### src/core/acsp_map.vh
// Purpose: Offsets, fields, resets and timing counts of the control port.
// Assumes: Included by core/acsp_core.v only.
// Notes:   Definitions only.
`ifndef ACSP_MAP_VH
`define ACSP_MAP_VH

// ******
// Register offsets
// ******
`define ACSP_ADDR_SETUP      13'h0000
`define ACSP_ADDR_BURST      13'h0002
`define ACSP_ADDR_DIE_ID     13'h0008
`define ACSP_ADDR_DIE_REV    13'h0009
`define ACSP_ADDR_CONV_SEL   13'h0010
`define ACSP_ADDR_MODES      13'h0025
`define ACSP_ADDR_OUT_MODE   13'h0073

// ******
// Fields and reset values
// ******
`define ACSP_SETUP_FOUR_WIRE 7
`define ACSP_SETUP_LSB_FIRST 6
`define ACSP_SETUP_SOFT_RST  5
`define ACSP_BURST_RST       8'h00
`define ACSP_CONV_SEL_RST    8'h00
`define ACSP_SEL_RST         3'h0
`define ACSP_NO_INDEX_BYTE   8'had
`define ACSP_UNMAPPED_BYTE   8'h00

// Three-bit selection codes
`define ACSP_SEL_PIN         3'h0
`define ACSP_SEL_A           3'h1
`define ACSP_SEL_B           3'h2
`define ACSP_SEL_C           3'h4

// Tri-level pin codes
`define ACSP_PIN_LOW         2'h0
`define ACSP_PIN_FLOAT       2'h1
`define ACSP_PIN_HIGH        2'h2

// ******
// Timing in ns and clocks
// ******
`define ACSP_CLK_PERIOD_NS   10
`define ACSP_NAP_REC_NS      1000
`define ACSP_SLEEP_REC_NS    1000000
`define ACSP_NAP_REC_CYC     ((`ACSP_NAP_REC_NS + `ACSP_CLK_PERIOD_NS - 1) / `ACSP_CLK_PERIOD_NS)
`define ACSP_SLEEP_REC_CYC   ((`ACSP_SLEEP_REC_NS + `ACSP_CLK_PERIOD_NS - 1) / `ACSP_CLK_PERIOD_NS)

`endif

### src/core/acsp_core.v
// Purpose: Serial control slave, power states and sample coding.
// Assumes: One clock (sample clock, 100 MHz); serial pins are host driven and asynchronous.
// Notes:   Serial pins pass a three-flop filter; samples pass a 32-word FIFO.
// Behaviour
// - Resume conversion 1us after nap, 1ms after sleep
// - Select held low keeps registers alive; 1ms still
// - Data released in nap/sleep; output clock held low, overrange kept
// - Tri-level pin picks power state; register overrides
// - Tri-level pin picks coding; register overrides
// - Offset binary: zeros lowest, ones highest
// - Two's complement inverts only the top bit
// - Gray: top bit kept, others XOR bit above
// - Read data on shared line; bit 7 four-wire
// - Four-wire output driven even when unselected
// - Instruction starts first rising clock after select fall
// - Bit 6 LSB-first; address increments or decrements
// - Instruction: read flag, count bits, 13-bit address
// - Count bits give one, two, three, or streaming
// - Pause allowed short; long transfer aborts on select
// - Setup bit 5 restores port registers to defaults
// - Burst ends when address reaches a nonzero burst stop value
// - Converter select resets zero; unset index reads AD
// - Power field: pin, normal, nap, sleep codes
// - Format field: pin, twos, gray, offset codes
// - Power and format fields survive soft reset
`timescale 1ns/100ps
`include "acsp_map.vh"

// ******
// Sample FIFO
// ******
module acsp_fifo #(
    parameter WIDTH = 14,
    parameter DEPTH = 32,
    parameter AW    = 5
) (
    input  wire             clk,
    input  wire             rst,
    input  wire [WIDTH-1:0] in_data,
    input  wire             in_valid,
    output wire             in_ready,
    output wire [WIDTH-1:0] out_data,
    output wire             out_valid,
    input  wire             out_ready
);
    reg [WIDTH-1:0] mem [0:DEPTH-1];
    reg [AW:0]      wr_ptr;
    reg [AW:0]      rd_ptr;
    wire            full;
    wire            empty;

    // Extra pointer bit tells full from empty
    assign full      = (wr_ptr[AW] != rd_ptr[AW]) && (wr_ptr[AW-1:0] == rd_ptr[AW-1:0]);
    assign empty     = (wr_ptr == rd_ptr);
    assign in_ready  = !full;
    assign out_valid = !empty;
    assign out_data  = mem[rd_ptr[AW-1:0]];

    // Pointers and storage
    always @(posedge clk) begin
        if (rst) begin
            wr_ptr <= {(AW+1){1'b0}};
            rd_ptr <= {(AW+1){1'b0}};
        end else begin
            if (in_valid && !full) begin
                mem[wr_ptr[AW-1:0]] <= in_data;
                wr_ptr <= wr_ptr + 1'b1;
            end
            if (out_ready && !empty)
                rd_ptr <= rd_ptr + 1'b1;
        end
    end
endmodule // acsp_fifo

// ******
// Control port top
// ******
module acsp_core #(
    parameter WIDTH        = 14,
    parameter FIFO_DEPTH   = 32,
    parameter FIFO_AW      = 5,
    parameter NAP_CYCLES   = `ACSP_NAP_REC_CYC,
    parameter SLEEP_CYCLES = `ACSP_SLEEP_REC_CYC,
    parameter [7:0] DIE_ID  = 8'h5a,   // Arbitrary value
    parameter [7:0] DIE_REV = 8'h01    // Arbitrary value
) (
    input  wire             clk,
    input  wire             rst,
    input  wire             sclk,
    input  wire             select_n,
    input  wire             serial_in_line,
    input  wire             bidir_in,
    output wire             bidir_out,
    output wire             bidir_oe,
    output wire             dedicated_serial_out,
    output wire             dedicated_serial_oe,
    input  wire [1:0]       power_state_pin,
    input  wire [1:0]       format_select_pin,
    input  wire [WIDTH-1:0] sample_in,
    input  wire             sample_valid,
    output wire             sample_ready,
    output reg  [WIDTH-1:0] data_out,
    output reg              data_valid,
    input  wire             data_ready,
    output wire             data_oe,
    output reg              output_clock,
    output reg              overrange_flag,
    output wire             conversion_live
);
    localparam ST_IDLE  = 2'd0;
    localparam ST_INSTR = 2'd1;
    localparam ST_DATA  = 2'd2;
    localparam PW_NORMAL = 2'd0;
    localparam PW_NAP    = 2'd1;
    localparam PW_SLEEP  = 2'd2;
    localparam NS = 8;

    // ******
    // Input filter: three flops, last two agree
    // ******
    wire [NS-1:0] raw_in;
    reg  [NS-1:0] sync1;
    reg  [NS-1:0] sync2;
    reg  [NS-1:0] sync3;
    reg  [NS-1:0] filt;
    reg           sclk_prev;
    reg           sel_prev;
    assign raw_in = {format_select_pin, power_state_pin, bidir_in, serial_in_line, select_n, sclk};

    genvar gi;
    generate
        for (gi = 0; gi < NS; gi = gi + 1) begin : g_sync
            // Reset high so select_n starts deselected
            always @(posedge clk) begin
                if (rst) begin
                    sync1[gi] <= (gi == 1);
                    sync2[gi] <= (gi == 1);
                    sync3[gi] <= (gi == 1);
                    filt[gi]  <= (gi == 1);
                end else begin
                    sync1[gi] <= raw_in[gi];
                    sync2[gi] <= sync1[gi];
                    sync3[gi] <= sync2[gi];
                    if (sync2[gi] == sync3[gi])
                        filt[gi] <= sync3[gi];
                end
            end
        end
    endgenerate

    wire       f_sclk   = filt[0];
    wire       f_sel    = filt[1];
    wire       f_sdi    = filt[2];
    wire       f_bidir  = filt[3];
    wire [1:0] f_pw_pin = filt[5:4];
    wire [1:0] f_fm_pin = filt[7:6];

    // Edge markers
    always @(posedge clk) begin
        if (rst) begin
            sclk_prev <= 1'b0;
            sel_prev  <= 1'b1;
        end else begin
            sclk_prev <= f_sclk;
            sel_prev  <= f_sel;
        end
    end
    wire sclk_rise = f_sclk && !sclk_prev && !f_sel;
    wire sel_fall  = !f_sel && sel_prev;
    wire sel_rise  = f_sel && !sel_prev;

    // ******
    // Register file
    // ******
    reg       four_wire;
    reg       lsb_first;
    reg [7:0] burst_stop_address;
    reg [7:0] converter_select;
    reg [2:0] power_sel;
    reg [2:0] format_sel;
    reg        wr_stb;
    reg [12:0] wr_addr;
    reg [7:0]  wr_data;

    // Read mux shared by instruction and byte-advance paths
    function [7:0] rd_mux;
        input [12:0] a;
        begin
            case (a)
                `ACSP_ADDR_SETUP:
                    rd_mux = {four_wire, lsb_first, 1'b0, 1'b1, 1'b1, 1'b0, lsb_first, four_wire};
                `ACSP_ADDR_BURST:    rd_mux = burst_stop_address;
                `ACSP_ADDR_DIE_ID:   rd_mux = DIE_ID;
                `ACSP_ADDR_DIE_REV:  rd_mux = DIE_REV;
                `ACSP_ADDR_CONV_SEL: rd_mux = converter_select;
                `ACSP_ADDR_MODES:
                    rd_mux = (converter_select == 8'h00) ? `ACSP_NO_INDEX_BYTE : {5'h00, power_sel};
                `ACSP_ADDR_OUT_MODE:
                    rd_mux = (converter_select == 8'h00) ? `ACSP_NO_INDEX_BYTE : {5'h00, format_sel};
                default:             rd_mux = `ACSP_UNMAPPED_BYTE;
            endcase
        end
    endfunction

    // Writes; soft reset leaves power and format fields alone
    always @(posedge clk) begin
        if (rst) begin
            four_wire          <= 1'b0;
            lsb_first          <= 1'b0;
            burst_stop_address <= `ACSP_BURST_RST;
            converter_select   <= `ACSP_CONV_SEL_RST;
            power_sel          <= `ACSP_SEL_RST;
            format_sel         <= `ACSP_SEL_RST;
        end else if (wr_stb) begin
            case (wr_addr)
                `ACSP_ADDR_SETUP: begin
                    if (wr_data[`ACSP_SETUP_SOFT_RST]) begin
                        four_wire          <= 1'b0;
                        lsb_first          <= 1'b0;
                        burst_stop_address <= `ACSP_BURST_RST;
                        converter_select   <= `ACSP_CONV_SEL_RST;
                    end else begin
                        four_wire <= wr_data[`ACSP_SETUP_FOUR_WIRE];
                        lsb_first <= wr_data[`ACSP_SETUP_LSB_FIRST];
                    end
                end
                `ACSP_ADDR_BURST:    burst_stop_address <= wr_data;
                `ACSP_ADDR_CONV_SEL: converter_select   <= wr_data;
                // Indexed: only converter 0 exists in this block
                `ACSP_ADDR_MODES:
                    if (converter_select[0])
                        power_sel <= wr_data[2:0];
                `ACSP_ADDR_OUT_MODE:
                    if (converter_select[0])
                        format_sel <= wr_data[2:0];
                default: ;
            endcase
        end
    end

    // ******
    // Serial port state machine
    // ******
    reg [1:0]  state;
    reg [3:0]  bit_cnt;
    reg [15:0] instr_sh;
    reg [7:0]  byte_sh;
    reg [7:0]  rd_sh;
    reg        is_read;
    reg [1:0]  count_code;
    reg [12:0] addr;
    reg [1:0]  bytes_done;
    wire       in_bit = four_wire ? f_sdi : f_bidir;
    wire [15:0] next_instr = lsb_first ? {in_bit, instr_sh[15:1]} : {instr_sh[14:0], in_bit};
    wire [7:0]  next_byte  = lsb_first ? {in_bit, byte_sh[7:1]} : {byte_sh[6:0], in_bit};
    wire [12:0] next_addr  = lsb_first ? addr - 13'h0001 : addr + 13'h0001;
    wire       streaming  = (count_code == 2'b11);
    wire       last_byte  = streaming ? ((burst_stop_address != 8'h00) && (addr[7:0] == burst_stop_address))
                                      : (bytes_done == count_code);

    // Shifting on filtered serial clock rising edges
    always @(posedge clk) begin
        if (rst) begin
            state      <= ST_IDLE;
            bit_cnt    <= 4'h0;
            instr_sh   <= 16'h0000;
            byte_sh    <= 8'h00;
            rd_sh      <= 8'h00;
            is_read    <= 1'b0;
            count_code <= 2'b00;
            addr       <= 13'h0000;
            bytes_done <= 2'b00;
            wr_stb     <= 1'b0;
            wr_addr    <= 13'h0000;
            wr_data    <= 8'h00;
        end else begin
            wr_stb <= 1'b0;
            if (sel_rise && state == ST_DATA && streaming && (bit_cnt != 4'h0 || bytes_done != 2'b00)) begin
                state <= ST_IDLE;
            end else if (sel_fall && state == ST_IDLE) begin
                state   <= ST_INSTR;
                bit_cnt <= 4'h0;
            end else if (sclk_rise) begin
                case (state)
                    ST_INSTR: begin
                        instr_sh <= next_instr;
                        bit_cnt  <= bit_cnt + 4'h1;
                        if (bit_cnt == 4'hf) begin
                            is_read    <= next_instr[15];
                            count_code <= next_instr[14:13];
                            addr       <= next_instr[12:0];
                            rd_sh      <= rd_mux(next_instr[12:0]);
                            bytes_done <= 2'b00;
                            bit_cnt    <= 4'h0;
                            state      <= ST_DATA;
                        end
                    end
                    ST_DATA: begin
                        byte_sh <= next_byte;
                        rd_sh   <= lsb_first ? {1'b0, rd_sh[7:1]} : {rd_sh[6:0], 1'b0};
                        bit_cnt <= bit_cnt + 4'h1;
                        if (bit_cnt == 4'h7) begin
                            bit_cnt <= 4'h0;
                            wr_stb  <= !is_read;
                            wr_addr <= addr;
                            wr_data <= next_byte;
                            if (bytes_done != 2'b11)
                                bytes_done <= bytes_done + 2'b01;
                            addr  <= next_addr;
                            rd_sh <= rd_mux(next_addr);
                            if (last_byte)
                                state <= ST_IDLE;
                        end
                    end
                    default: state <= ST_IDLE;
                endcase
            end
        end
    end

    // Serial output pins
    wire ser_bit = lsb_first ? rd_sh[0] : rd_sh[7];
    assign bidir_out            = ser_bit;
    assign bidir_oe             = !four_wire && !f_sel && state == ST_DATA && is_read;
    assign dedicated_serial_out = ser_bit;
    assign dedicated_serial_oe  = four_wire;

    // ******
    // Power state and recovery
    // ******
    reg [1:0]  pw_mode;
    reg [1:0]  pw_prev;
    reg [19:0] rec_cnt;

    always @* begin
        case (power_sel)
            `ACSP_SEL_A: pw_mode = PW_NORMAL;
            `ACSP_SEL_B: pw_mode = PW_NAP;
            `ACSP_SEL_C: pw_mode = PW_SLEEP;
            default: begin
                case (f_pw_pin)
                    `ACSP_PIN_LOW:   pw_mode = PW_NORMAL;
                    `ACSP_PIN_FLOAT: pw_mode = PW_SLEEP;
                    default:         pw_mode = PW_NAP;
                endcase
            end
        endcase
    end

    // Recovery wait armed by the exit from a low-power state
    always @(posedge clk) begin
        if (rst) begin
            pw_prev <= PW_NORMAL;
            rec_cnt <= 20'h00000;
        end else begin
            pw_prev <= pw_mode;
            if (pw_mode != PW_NORMAL)
                rec_cnt <= 20'h00000;
            else if (pw_prev == PW_NAP)
                rec_cnt <= NAP_CYCLES[19:0];
            else if (pw_prev == PW_SLEEP)
                rec_cnt <= SLEEP_CYCLES[19:0];
            else if (rec_cnt != 20'h00000)
                rec_cnt <= rec_cnt - 20'h00001;
        end
    end
    assign conversion_live = (pw_mode == PW_NORMAL) && (pw_prev == PW_NORMAL) && (rec_cnt == 20'h00000);

    // ******
    // Sample coding
    // ******
    reg [1:0] fmt_mode;
    always @* begin
        case (format_sel)
            `ACSP_SEL_A: fmt_mode = 2'd1;
            `ACSP_SEL_B: fmt_mode = 2'd2;
            `ACSP_SEL_C: fmt_mode = 2'd0;
            default: begin
                case (f_fm_pin)
                    `ACSP_PIN_LOW:   fmt_mode = 2'd0;
                    `ACSP_PIN_FLOAT: fmt_mode = 2'd1;
                    default:         fmt_mode = 2'd2;
                endcase
            end
        endcase
    end

    // 0 offset binary, 1 two's complement, 2 Gray
    function [WIDTH-1:0] encode;
        input [1:0]       m;
        input [WIDTH-1:0] b;
        begin
            case (m)
                2'd1:    encode = {~b[WIDTH-1], b[WIDTH-2:0]};
                2'd2:    encode = b ^ (b >> 1);
                default: encode = b;
            endcase
        end
    endfunction

    // ******
    // Sample path: FIFO then output stage
    // ******
    wire [WIDTH-1:0] fifo_data;
    wire             fifo_valid;
    wire             fifo_in_ready;
    wire             stage_load = fifo_valid && (!data_valid || data_ready);

    // Samples refused until conversion has resumed
    assign sample_ready = fifo_in_ready && conversion_live;

    acsp_fifo #(
        .WIDTH (WIDTH),
        .DEPTH (FIFO_DEPTH),
        .AW    (FIFO_AW)
    ) u_fifo (
        .clk       (clk),
        .rst       (rst),
        .in_data   (sample_in),
        .in_valid  (sample_valid && conversion_live),
        .in_ready  (fifo_in_ready),
        .out_data  (fifo_data),
        .out_valid (fifo_valid),
        .out_ready (stage_load)
    );

    // Output stage; coding applied as each word leaves the FIFO
    always @(posedge clk) begin
        if (rst) begin
            data_out       <= {WIDTH{1'b0}};
            data_valid     <= 1'b0;
            overrange_flag <= 1'b0;
            output_clock   <= 1'b0;
        end else begin
            output_clock <= (pw_mode == PW_NORMAL) ? ~output_clock : 1'b0;
            if (stage_load) begin
                data_out       <= encode(fmt_mode, fifo_data);
                overrange_flag <= &fifo_data; // Positive full scale
                data_valid     <= 1'b1;
            end else if (data_ready) begin
                data_valid <= 1'b0;
            end
        end
    end

    // Released pins in nap or sleep
    assign data_oe = (pw_mode == PW_NORMAL);
endmodule // acsp_core

### config.mk
export PLATFORM = sky130hd
export DESIGN_NAME = acsp_core
export DESIGN_NICKNAME = d
export VERILOG_FILES = /design/src/core/acsp_core.v
export VERILOG_INCLUDE_DIRS = /design/src /design/src/core
export SDC_FILE = /design/constraint.sdc
export NUM_CORES = 1
export LEC_CHECK = 0
export ABC_AREA = 1
export BUFFER_PORTS_ARGS = -buffer_cell sky130_fd_sc_hd__buf_4
export CAP_MARGIN = 25
export CORE_MARGIN = 8
export CORE_UTILIZATION = 34
export DETAILED_ROUTE_END_ITERATION = 8
export GPL_ROUTABILITY_DRIVEN = 0
export REMOVE_ABC_BUFFERS = 1
export SYNTH_ARGS = -nofsm -noshare
export SYNTH_HDL_FRONTEND = slang
export SYNTH_SLANG_ARGS = --single-unit
### constraint.sdc
create_clock -name clk -period 5.8 [get_ports clk]
set_input_delay 0.29 -clock clk [delete_from_list [all_inputs] [get_ports clk]]
set_output_delay 0.29 -clock clk [all_outputs]
set_load 0.01 [all_outputs]
# Word level (Yosys, flattened, before mapping)
# Memory sizes are Yosys's and may differ from the RTL's. A register that Yosys moved wholly into a read port is not among the register bits.
# Index checks and enable logic that the tools add are counted.
dict set report classes {
  addsub 7
  mul 0
  div_mod_pow 0
  magnitude_cmp 0
  eq_ne 55
  n_shift 0
  n_mux 52
  n_bitwise 9
  reduce_logical 76
}
# operator count
set op_table {}
lappend op_table {{8-bit one-hot mux with 7 select lines} 2}
lappend op_table {{8-bit two-way mux} 7}
lappend op_table {{13-bit by 4-bit equality test with 1-bit output (second input constant)} 4}
lappend op_table {{8-bit one-hot mux with 2 select lines} 3}
lappend op_table {{13-bit by 2-bit equality test with 1-bit output (second input constant)} 3}
lappend op_table {{13-bit by 5-bit equality test with 1-bit output (second input constant)} 3}
lappend op_table {{13-bit by 6-bit equality test with 1-bit output (second input constant)} 3}
lappend op_table {{13-bit by 7-bit equality test with 1-bit output (second input constant)} 3}
lappend op_table {{13-bit zero test} 3}
lappend op_table {{13-bit two-way mux} 3}
lappend op_table {{17-bit two-way mux} 2}
lappend op_table {{14-bit one-hot mux with 2 select lines} 1}
lappend op_table {{13-bit one-hot mux with 2 select lines} 1}
lappend op_table {{1-bit logical AND} 20}
lappend op_table {{20-bit zero test} 1}
lappend op_table {{20-bit nonzero test} 1}
lappend op_table {{20-bit by 1-bit subtractor with 20-bit output (second input constant)} 1}
lappend op_table {{16-bit two-way mux} 1}
lappend op_table {{4-bit two-way mux} 4}
lappend op_table {{2-bit one-hot mux with 2 select lines} 4}
lappend op_table {{4-bit AND reduction} 4}
lappend op_table {{2-bit nonzero test} 8}
lappend op_table {{3-bit AND reduction} 5}
lappend op_table {{5-bit AND reduction} 3}
lappend op_table {{46 further kinds} 109}
dict set report word_totals {
  ff_bits 187
  latchBits 0
  ramBits 448
  romBits 0
  input_bits 26
  output_inout_bits 24
  word_cells 263
  n_memories 1
}
# name depth word_bits read_ports rd_clocked_by_memory_dff wr line_no
set memory_table {}
lappend memory_table {u_fifo.mem 32 14 1 1 1 acsp_core.v:46} ;# reg [WIDTH-1:0] mem [0:DEPTH-1];

# Logic depth before layout (Yosys ltp)
# Gate-level depths: netlist (run 1).
dict set report logic_depth {
  ltp_word 11
  depth_mapped 19
  ltp_nobuf 17
}

# Hierarchy
# Synthesis (run 1) repeated with hierarchy kept, for this count alone.
dict set report unflattened {
  cells_unflattened 3100
  hier_area_um2 28688.8
}
# module instances cells_each area_per_inst_um2 seq_area_each_um2
set by_module_without_submodules {}
lappend by_module_without_submodules {acsp_fifo 1 1709 19237.2 13793.2}
lappend by_module_without_submodules {acsp_core 1 1391 9451.6 3503.4}

# Worst setup path before layout (run 1)
# Ideal clock, no wire load.
dict set report synth_timing {
  path_type {register to register}
  from {register rec_cnt[0]}
  to {memory u_fifo.mem[31][0] (enable)}
  setup_time_ps 427
  arrival_ps 3232
  t_required_ps 5373
  setup_slack_ps 2142
  stages_incl_launch_ff 11
  path_buffers 0
  period_less_slack_ps 3658
  path_cell_list {dfxtp_1 > inv_1 > ha_1 > inv_1 > nor2_1 > nand4_1 > nor2_2 > nand3_1 > nor3_2 > nand2_2 > nor4b_1}
}
dict set report synth_via {
  elab_chain_len 7
}
# element line_no
set synth_lines {}
lappend synth_lines {{start: declaration} acsp_core.v:333} ;# reg [19:0] rec_cnt;
lappend synth_lines {{start signal: assignment} acsp_core.v:360} ;# rec_cnt <= NAP_CYCLES[19:0];
lappend synth_lines {{start signal: assignment} acsp_core.v:362} ;# rec_cnt <= SLEEP_CYCLES[19:0];
lappend synth_lines {{start signal: assignment} acsp_core.v:364} ;# rec_cnt <= rec_cnt - 20'h00001;
lappend synth_lines {{20-bit zero test} acsp_core.v:367} ;# assign conversion_live = (pw_mode == PW_NORMAL) && (pw_prev == PW_NORMAL) && (rec_cnt == 20'h00000);
lappend synth_lines {{1-bit logical AND} acsp_core.v:367}
lappend synth_lines {{1-bit logical AND} acsp_core.v:420} ;# .in_valid (sample_valid && conversion_live),
lappend synth_lines {{1-bit logical AND} acsp_core.v:65} ;# if (in_valid && !full) begin
lappend synth_lines {{1-bit two-way mux} acsp_core.v:65}
lappend synth_lines {{1-bit two-way mux} acsp_core.v:61} ;# if (rst) begin
lappend synth_lines {{1-bit two-way mux (implied by the code)} acsp_core.v:66} ;# mem[wr_ptr[AW-1:0]] <= in_data;
lappend synth_lines {{end: declaration} acsp_core.v:46}
# No other way between the ends.

==> results of run 1 <==
-- synth_stat cells, drive strengths merged, types with 6 or more instances --
cell	number
o221ai	88
nand4	27
a31oi	19
o21ai	360
nor2	425
o211ai	17
a211oi	29
o22ai	27
ha	37
edfxtp	448
nor4	9
a21oi	148
xor2	12
nor3	38
buf	26
clkbuf	115
or2	6
inv	226
nand2	351
xnor2	7
nand3	151
dfxtp	192
-- layout make-up --
| type | count | area, sq um |
|---|---|---|
| fill | 7893 | 48800 |
| sequential | 640 | 17300 |
| multi-input combinational | 1778 | 9070 |
| clock buffer | 87 | 1900 |
| tap | 1060 | 1330 |
| timing repair buffer | 107 | 871 |
| inverter | 230 | 870 |
| clock inverter | 42 | 519 |
| antenna | 1 | 2.50 |
-- power by group through the flow --
stage	combinational [mW]	sequential (mW)	clock (mW)
6_report	2.43	5.19	4.61
5_1_grt	2.72	5.20	4.88
4_1_cts	2.42	5.19	4.71
3_5_place_dp	2.41	5.28	0
3_3_place_gp	2.39	5.28	0
2_1_floorplan	1.45	5.34	0
-- logic make-up after synthesis --
logic type                 after synthesis
DFF                                    640
AOI/OAI and AO/OA                      702
buffers and inverters                  371
and+or+nand+nor                       1017
adders and majority gates               38
muxes                                    2
xor gates and xnor gates                19
-- per-layer routing --
layer / up-vias / share of wire / wire length (um)
li1: 9946 / - / -
met1: 9966 / 0.46 / 34500
met2: 645 / 0.45 / 33500
met3: 113 / 0.065 / 4880
met4: 0 / 0.026 / 1970
met5: - / 0 / 0
-- cells in the final DEF (no fill, tap or decap), types with 19 or more instances in the layout --
cell and n:
o22ai_1 27, inv_1 223, nand2_1 345, dfxtp_1 188, buf_4 91, a21oi_1 148, o21ai_0 356, clkbuf_16 71
nand4_1 27, o221ai_1 88, nor3_1 27, a211oi_1 29, ha_1 37, nand3_1 149, edfxtp_1 448, nor2_1 417
a31oi_1 19
-- metrics by stage --
stage / setup WS [ps] / instance area (sq um) / cells / hold slack, ps
6_report: 2280 / 31900 / 3945 / 102
5_1_grt: 1990 / 31900 / 3944 / 93.7
4_1_cts: 2030 / 31800 / 3941 / 56.9
3_5_place_dp: 2060 / 29300 / 3804 / 397
3_3_place_gp: 2160 / 29300 / 3799 / 396
2_1_floorplan: -3830 / 27200 / 2648 / 359
-- worst max-delay path, cell delays in order, from the launching register on --
cell	delay (ps)
dfxtp_4	590
clkinv_2	640
buf_4	560
o21ai_0	150
o221ai_1	130
nand3_1	240
nand3_1	200
nand2_1	290
inv_1	70
ha_1	280
a21oi_1	130
a21oi_1	90
-- registers in the layout, indices dropped and copies added (netlist names), 8 cells and up, named ones only --
register,flops
rec_cnt,20
addr,13
rd_sh,8
sync3,8
wr_data,8
sync1,8
data_out,14
burst_stop_address,8
converter_select,8
instr_sh,16
wr_addr,13
u_fifo.mem,448
byte_sh,8
sync2,8
-- timing repair --
action,CTS,global route
setup buffers,0,0
setup endpoints to repair,0,0
hold endpoints to repair,8,0
hold buffers,8,0
-- final timing paths --
kind / from / slack, ps / end
min reg2reg: sync1[6]$_SDFF_PP0_ / 400 / sync2[6]$_SDFF_PP0_
max: flip-flop / 2280 / data_out[2]$_SDFFE_PP0P_
max reg2reg: flip-flop / 2280 / data_out[2]$_SDFFE_PP0P_
min: sample_valid / 100 / u_fifo.wr_ptr[0]$_SDFFE_PP0P_
==> reports/metrics.yaml, run 1 <==
status: "completed"
cp-start-kind: "flip-flop"
crit_type: "reg -> reg"
path_max_fanout: 48
grt.busiest_layer: "met2"
synth_flop_cell: "edfxtp_1"
min_period_ps: 3520
syn_to_final_growth_pct: 14.8
yosys.area_share.simple: 0.155
vdd_ir_drop_max_mv: 0.243
drc_errors: 0
clkPwrFrac: 0.377
p_comb_frac: 0.199
synth-seq-area-share: 0.623
timing.final.hold_violations: 0
pin_count: 50
finalMaxSlewViolations: 0
finalClockSkew_ps: 44.3
nets: 2891
finalSetupViolations: 0
synth-seq-cells: 640
maxCapViolCount: 0
synth_top_area_frac: 0.485
clk_path_buf_depth: 3
power_mw: 12.2
synthAdderAreaFrac: 0.0174
synth_area_leader_cell: "edfxtp_1"
viasPerCell: 5.24
synth_edf_count: 448
post-route-period-util: 0.607
wl_per_cell_um: 19.0
die_w_um: 302
syn_avg_cell_area_sq_um: 9.95
initial_utilization: 0.344
clkLatencyLatePin_ps: 620
fmax_mhz: 284
worstSetupEndpointType: "flip-flop"
p_seq_frac: 0.424
use_met1: 0.227
synthTopCellsByArea: "edfxtp_1, dfxtp_1, o21ai_0"
maxSlewHeadroom: 0.329
ys_warn_count: 0
r2r_cells: 11
numPortBuffers: 49
required_ps: 6290
cts.repair.resized: 0
power-per-cell-area_nw_per_um2: 384
ant_nets: 0
switching_share: 0.307
drt_iter0_drc: 1798
row_count: 104
p_leak_nw: 11.3
grt_usage: 0.160
clk_pin_slew_ps: 60
dr.pass1.iters: 7
htreeDepth: 3
dp_hpwl_um: 46700
cts_buffers: 70
met3_usage: 0.0267
p_switching_mw: 3.75
num_vias: 20700
hp-class: "in -> reg"
tightest_slew_ps: 998
synth_area_sq_um: 27800
synth_compound_area_frac: 0.147
grt_pass1_wl_um: 116000
grt_overflow_total: 0
grt.met2_usage: 0.252
cts_tree: "yes"
die_h_um: 302
core_sq_um: 80700
arrival_ps: 4020
cts.sinks: 640
layout-drive-gt1-share: 0.0874
cts_root_buf: "clkbuf_16"
grt_pass1_vias: 19400
wl_um: 74900
grt_max_degree: 185
fin_util: 0.395
syn_inst: 2789
async_reset_ff_frac: 0
dieArea_sq_um: 91000
final.setup.tns_ps: 0
synth_top_family_by_area: "simple AND/OR/NAND/NOR gates"
synth.distinct_cells: 53
whs_path_depth: 3
grt_setup_unrepaired: "false"
p_int_mw: 8.48
synthXorXnorAreaFrac: 0.00600
yosys-mux-area-fraction: 0.000721
antenna_found_initial: 2
Power figures use the tool's default switching activity.
==> run 2: changes to the inputs <==
- clock period: 5.8 -> 3.25 ns (I/O delays scaled with it)
==> reports/metrics.yaml, run 2 (same netlist as run 1, synthesis figures left out) <==
finalClockSkew_ps: 60.8  # +16.5 ps
power-per-cell-area_nw_per_um2: 680  # +77%
status: "completed"
final_cell_mix: "edfxtp_1, nor2_1, o21ai_0"
tightest_slew_ps: 734  # -264 ps
post-route-period-util: 0.899  # +0.291
die_w_um: 302  # unchanged
largest_reg_flops: 448  # unchanged
p_seq_frac: 0.418  # -0.006
path_max_fanout: 14  # -71%
viasPerCell: 5.21  # -0.60%
p_switching_mw: 6.78  # +81%
cts_setup_buffers: 0  # unchanged
fmax_mhz: 342  # +21%
core_sq_um: 80700  # unchanged
die_h_um: 302  # unchanged
layout_setup_ws_ps: 330  # -1950 ps
grt_usage: 0.164  # +0.00308
nets: 2946  # +1.9%
row_count: 104  # unchanged
cts_root_buf: "clkbuf_16"
clk_pin_slew_ps: 60  # about the same
p_comb_frac: 0.214  # +0.015
wl_um: 76800  # +2.5%
grt_setup_unrepaired: "false"
switching_share: 0.309  # +0.00203
min_period_ps: 2920  # -601 ps
grt_overflow_total: 0  # unchanged
num_vias: 20800  # +0.74%
r2r_slack_ps: 330  # -1950 ps
min_to: "u_fifo.mem[3][12]$_DFFE_PP_"
cp-start-kind: "flip-flop"
cts.repair.resized: 0  # unchanged
dr.pass1.iters: 5  # -2
r2r_end: "u_fifo.mem[18][6]$_DFFE_PP_"
grt_max_degree: 91  # -51%
finalSetupViolations: 0  # unchanged
finalMaxSlewViolations: 0  # unchanged
whs_path_depth: 1  # -2
dieArea_sq_um: 91000  # unchanged
drc_errors: 0  # unchanged
worstSetupEndpointType: "flip-flop"
dp_hpwl_um: 50200  # +7.4%
drt_iter0_drc: 2202  # +22%
ctsHoldBuffers: 20  # +12
maxSlewHeadroom: 0.511  # +0.182
hp-class: "in -> reg"
register_area_sq_um: 17300  # unchanged
cts.sinks: 640  # unchanged
cts_buffers: 71  # +1.4%
crit_type: "reg -> reg"
mostFrequentLayoutCell: "edfxtp_1"
vdd_ir_drop_max_mv: 0.388  # +59%
antenna_found_initial: 1  # -1
numPortBuffers: 49  # unchanged
pin_count: 50  # unchanged
clkLatencyLatePin_ps: 630  # about the same
initial_utilization: 0.344  # unchanged
layout-drive-gt1-share: 0.0998  # +0.0124
clkPwrFrac: 0.369  # -0.008
timing.final.hold_violations: 0  # unchanged
p_leak_nw: 11.5  # +2.3%
dp_slack_ps: 344  # -1720 ps
wl_per_cell_um: 19.2  # +1.2%
grt_pass1_wl_um: 117000  # +0.89%
required_ps: 3510  # -2780 ps
hp-start: "sample_in[12]"
r2r_cells: 13  # +2
grt_pass1_vias: 19600  # +1.2%
rr_startpoint: "rec_cnt[0]$_SDFFE_PP0P_"
ant_nets: 0  # unchanged
fillCellCount: 7826  # -0.85%
p_int_mw: 15.2  # +79%
syn_to_final_growth_pct: 16.4
htreeDepth: 3  # unchanged
arrival_ps: 3180  # -840 ps
timing.hold.ws_ps: 23.8  # -77.8 ps
maxCapViolCount: 0  # unchanged
cts_tree: "yes"
clk_path_buf_depth: 3  # unchanged
multi_input_comb_area_sq_um: 9070  # unchanged
run 2: cell types whose count changed in the layout (fill, tap and decap cells not counted), moves of 2 or more:
cell,before,now
buf_12,2,9
clkinv_8,0,2
inv_16,3,1
clkbuf_16,71,73
clkbuf_8,6,1
clkinv_1,12,10
buf_4,91,132
clkinv_2,13,16
buf_6,6,0
dlygate4sd3_1,8,20
run 2: layout make-up:
cell class,count,share of cell area
Antenna cell,2,0.000155
Clock buffer,85,0.0582
Clock inverter,42,0.0151
Inverter,230,0.0269
Multi-Input combinational cell,1778,0.281
Sequential cell,640,0.536
Tap cell,1060,0.0410
Timing Repair Buffer,161,0.0424
run 2: worst max path at each step:
stage	start	to	cells after the start
6_report	rec_cnt[0]$_SDFFE_PP0P_	u_fifo.mem[18][6]$_DFFE_PP_	13
5_1_grt	lsb_first$_SDFFE_PP0P_	rd_sh[7]$_SDFFE_PP0P_	17
2_1_floorplan	flip-flop	data_out[2]$_SDFFE_PP0P_	10
3_3_place_gp	lsb_first$_SDFFE_PP0P_	rd_sh[4]$_SDFFE_PP0P_	14
3_5_place_dp	lsb_first$_SDFFE_PP0P_	rd_sh[4]$_SDFFE_PP0P_	14
4_1_cts	rec_cnt[0]$_SDFFE_PP0P_	u_fifo.mem[18][6]$_DFFE_PP_	13
run 2: layer usage:
metal | track usage | part of all wire | up-vias
li1 | - | - | 10100
met1 | 0.224 | 0.45 | 9909
met2 | 0.263 | 0.46 | 735
met3 | 0.0308 | 0.072 | 126
met4 | 0.0490 | 0.026 | 0
met5 | 0 | 0 | -
run 2: worst max-delay path, stage by stage, from the launching register on:
cell and delay, ps:
dfxtp_1 310, inv_1 80, ha_1 180, inv_1 70
nor2_1 130, nand4_1 160, nor2_2 180, nand3_1 160
nor3_2 270, nand2_2 150, nor2_4 150, nand2_2 260
nor2_1 190, buf_4 250
run 2: stage by stage:
stage	std cells	setup TNS [ps]	power, mW	instance area, sq um	util
2_1_floorplan	2648	-100780	12.1	27200	-
6_report	3998	0	22.0	32300	0.401
3_3_place_gp	3849	0	14.0	29700	0.369
4_1_cts	3996	0	22.1	32300	0.401
3_5_place_dp	3849	0	14.0	29700	0.369
5_1_grt	3996	0	23.0	32300	0.401
run 2: power by group through the flow:
stage	sequential [mW]	combinational, mW	clock (mW)
4_1_cts	9.18	4.68	8.26
6_report	9.18	4.69	8.10
2_1_floorplan	9.52	2.59	0
3_3_place_gp	9.36	4.63	0
3_5_place_dp	9.35	4.65	0
5_1_grt	9.21	5.21	8.56
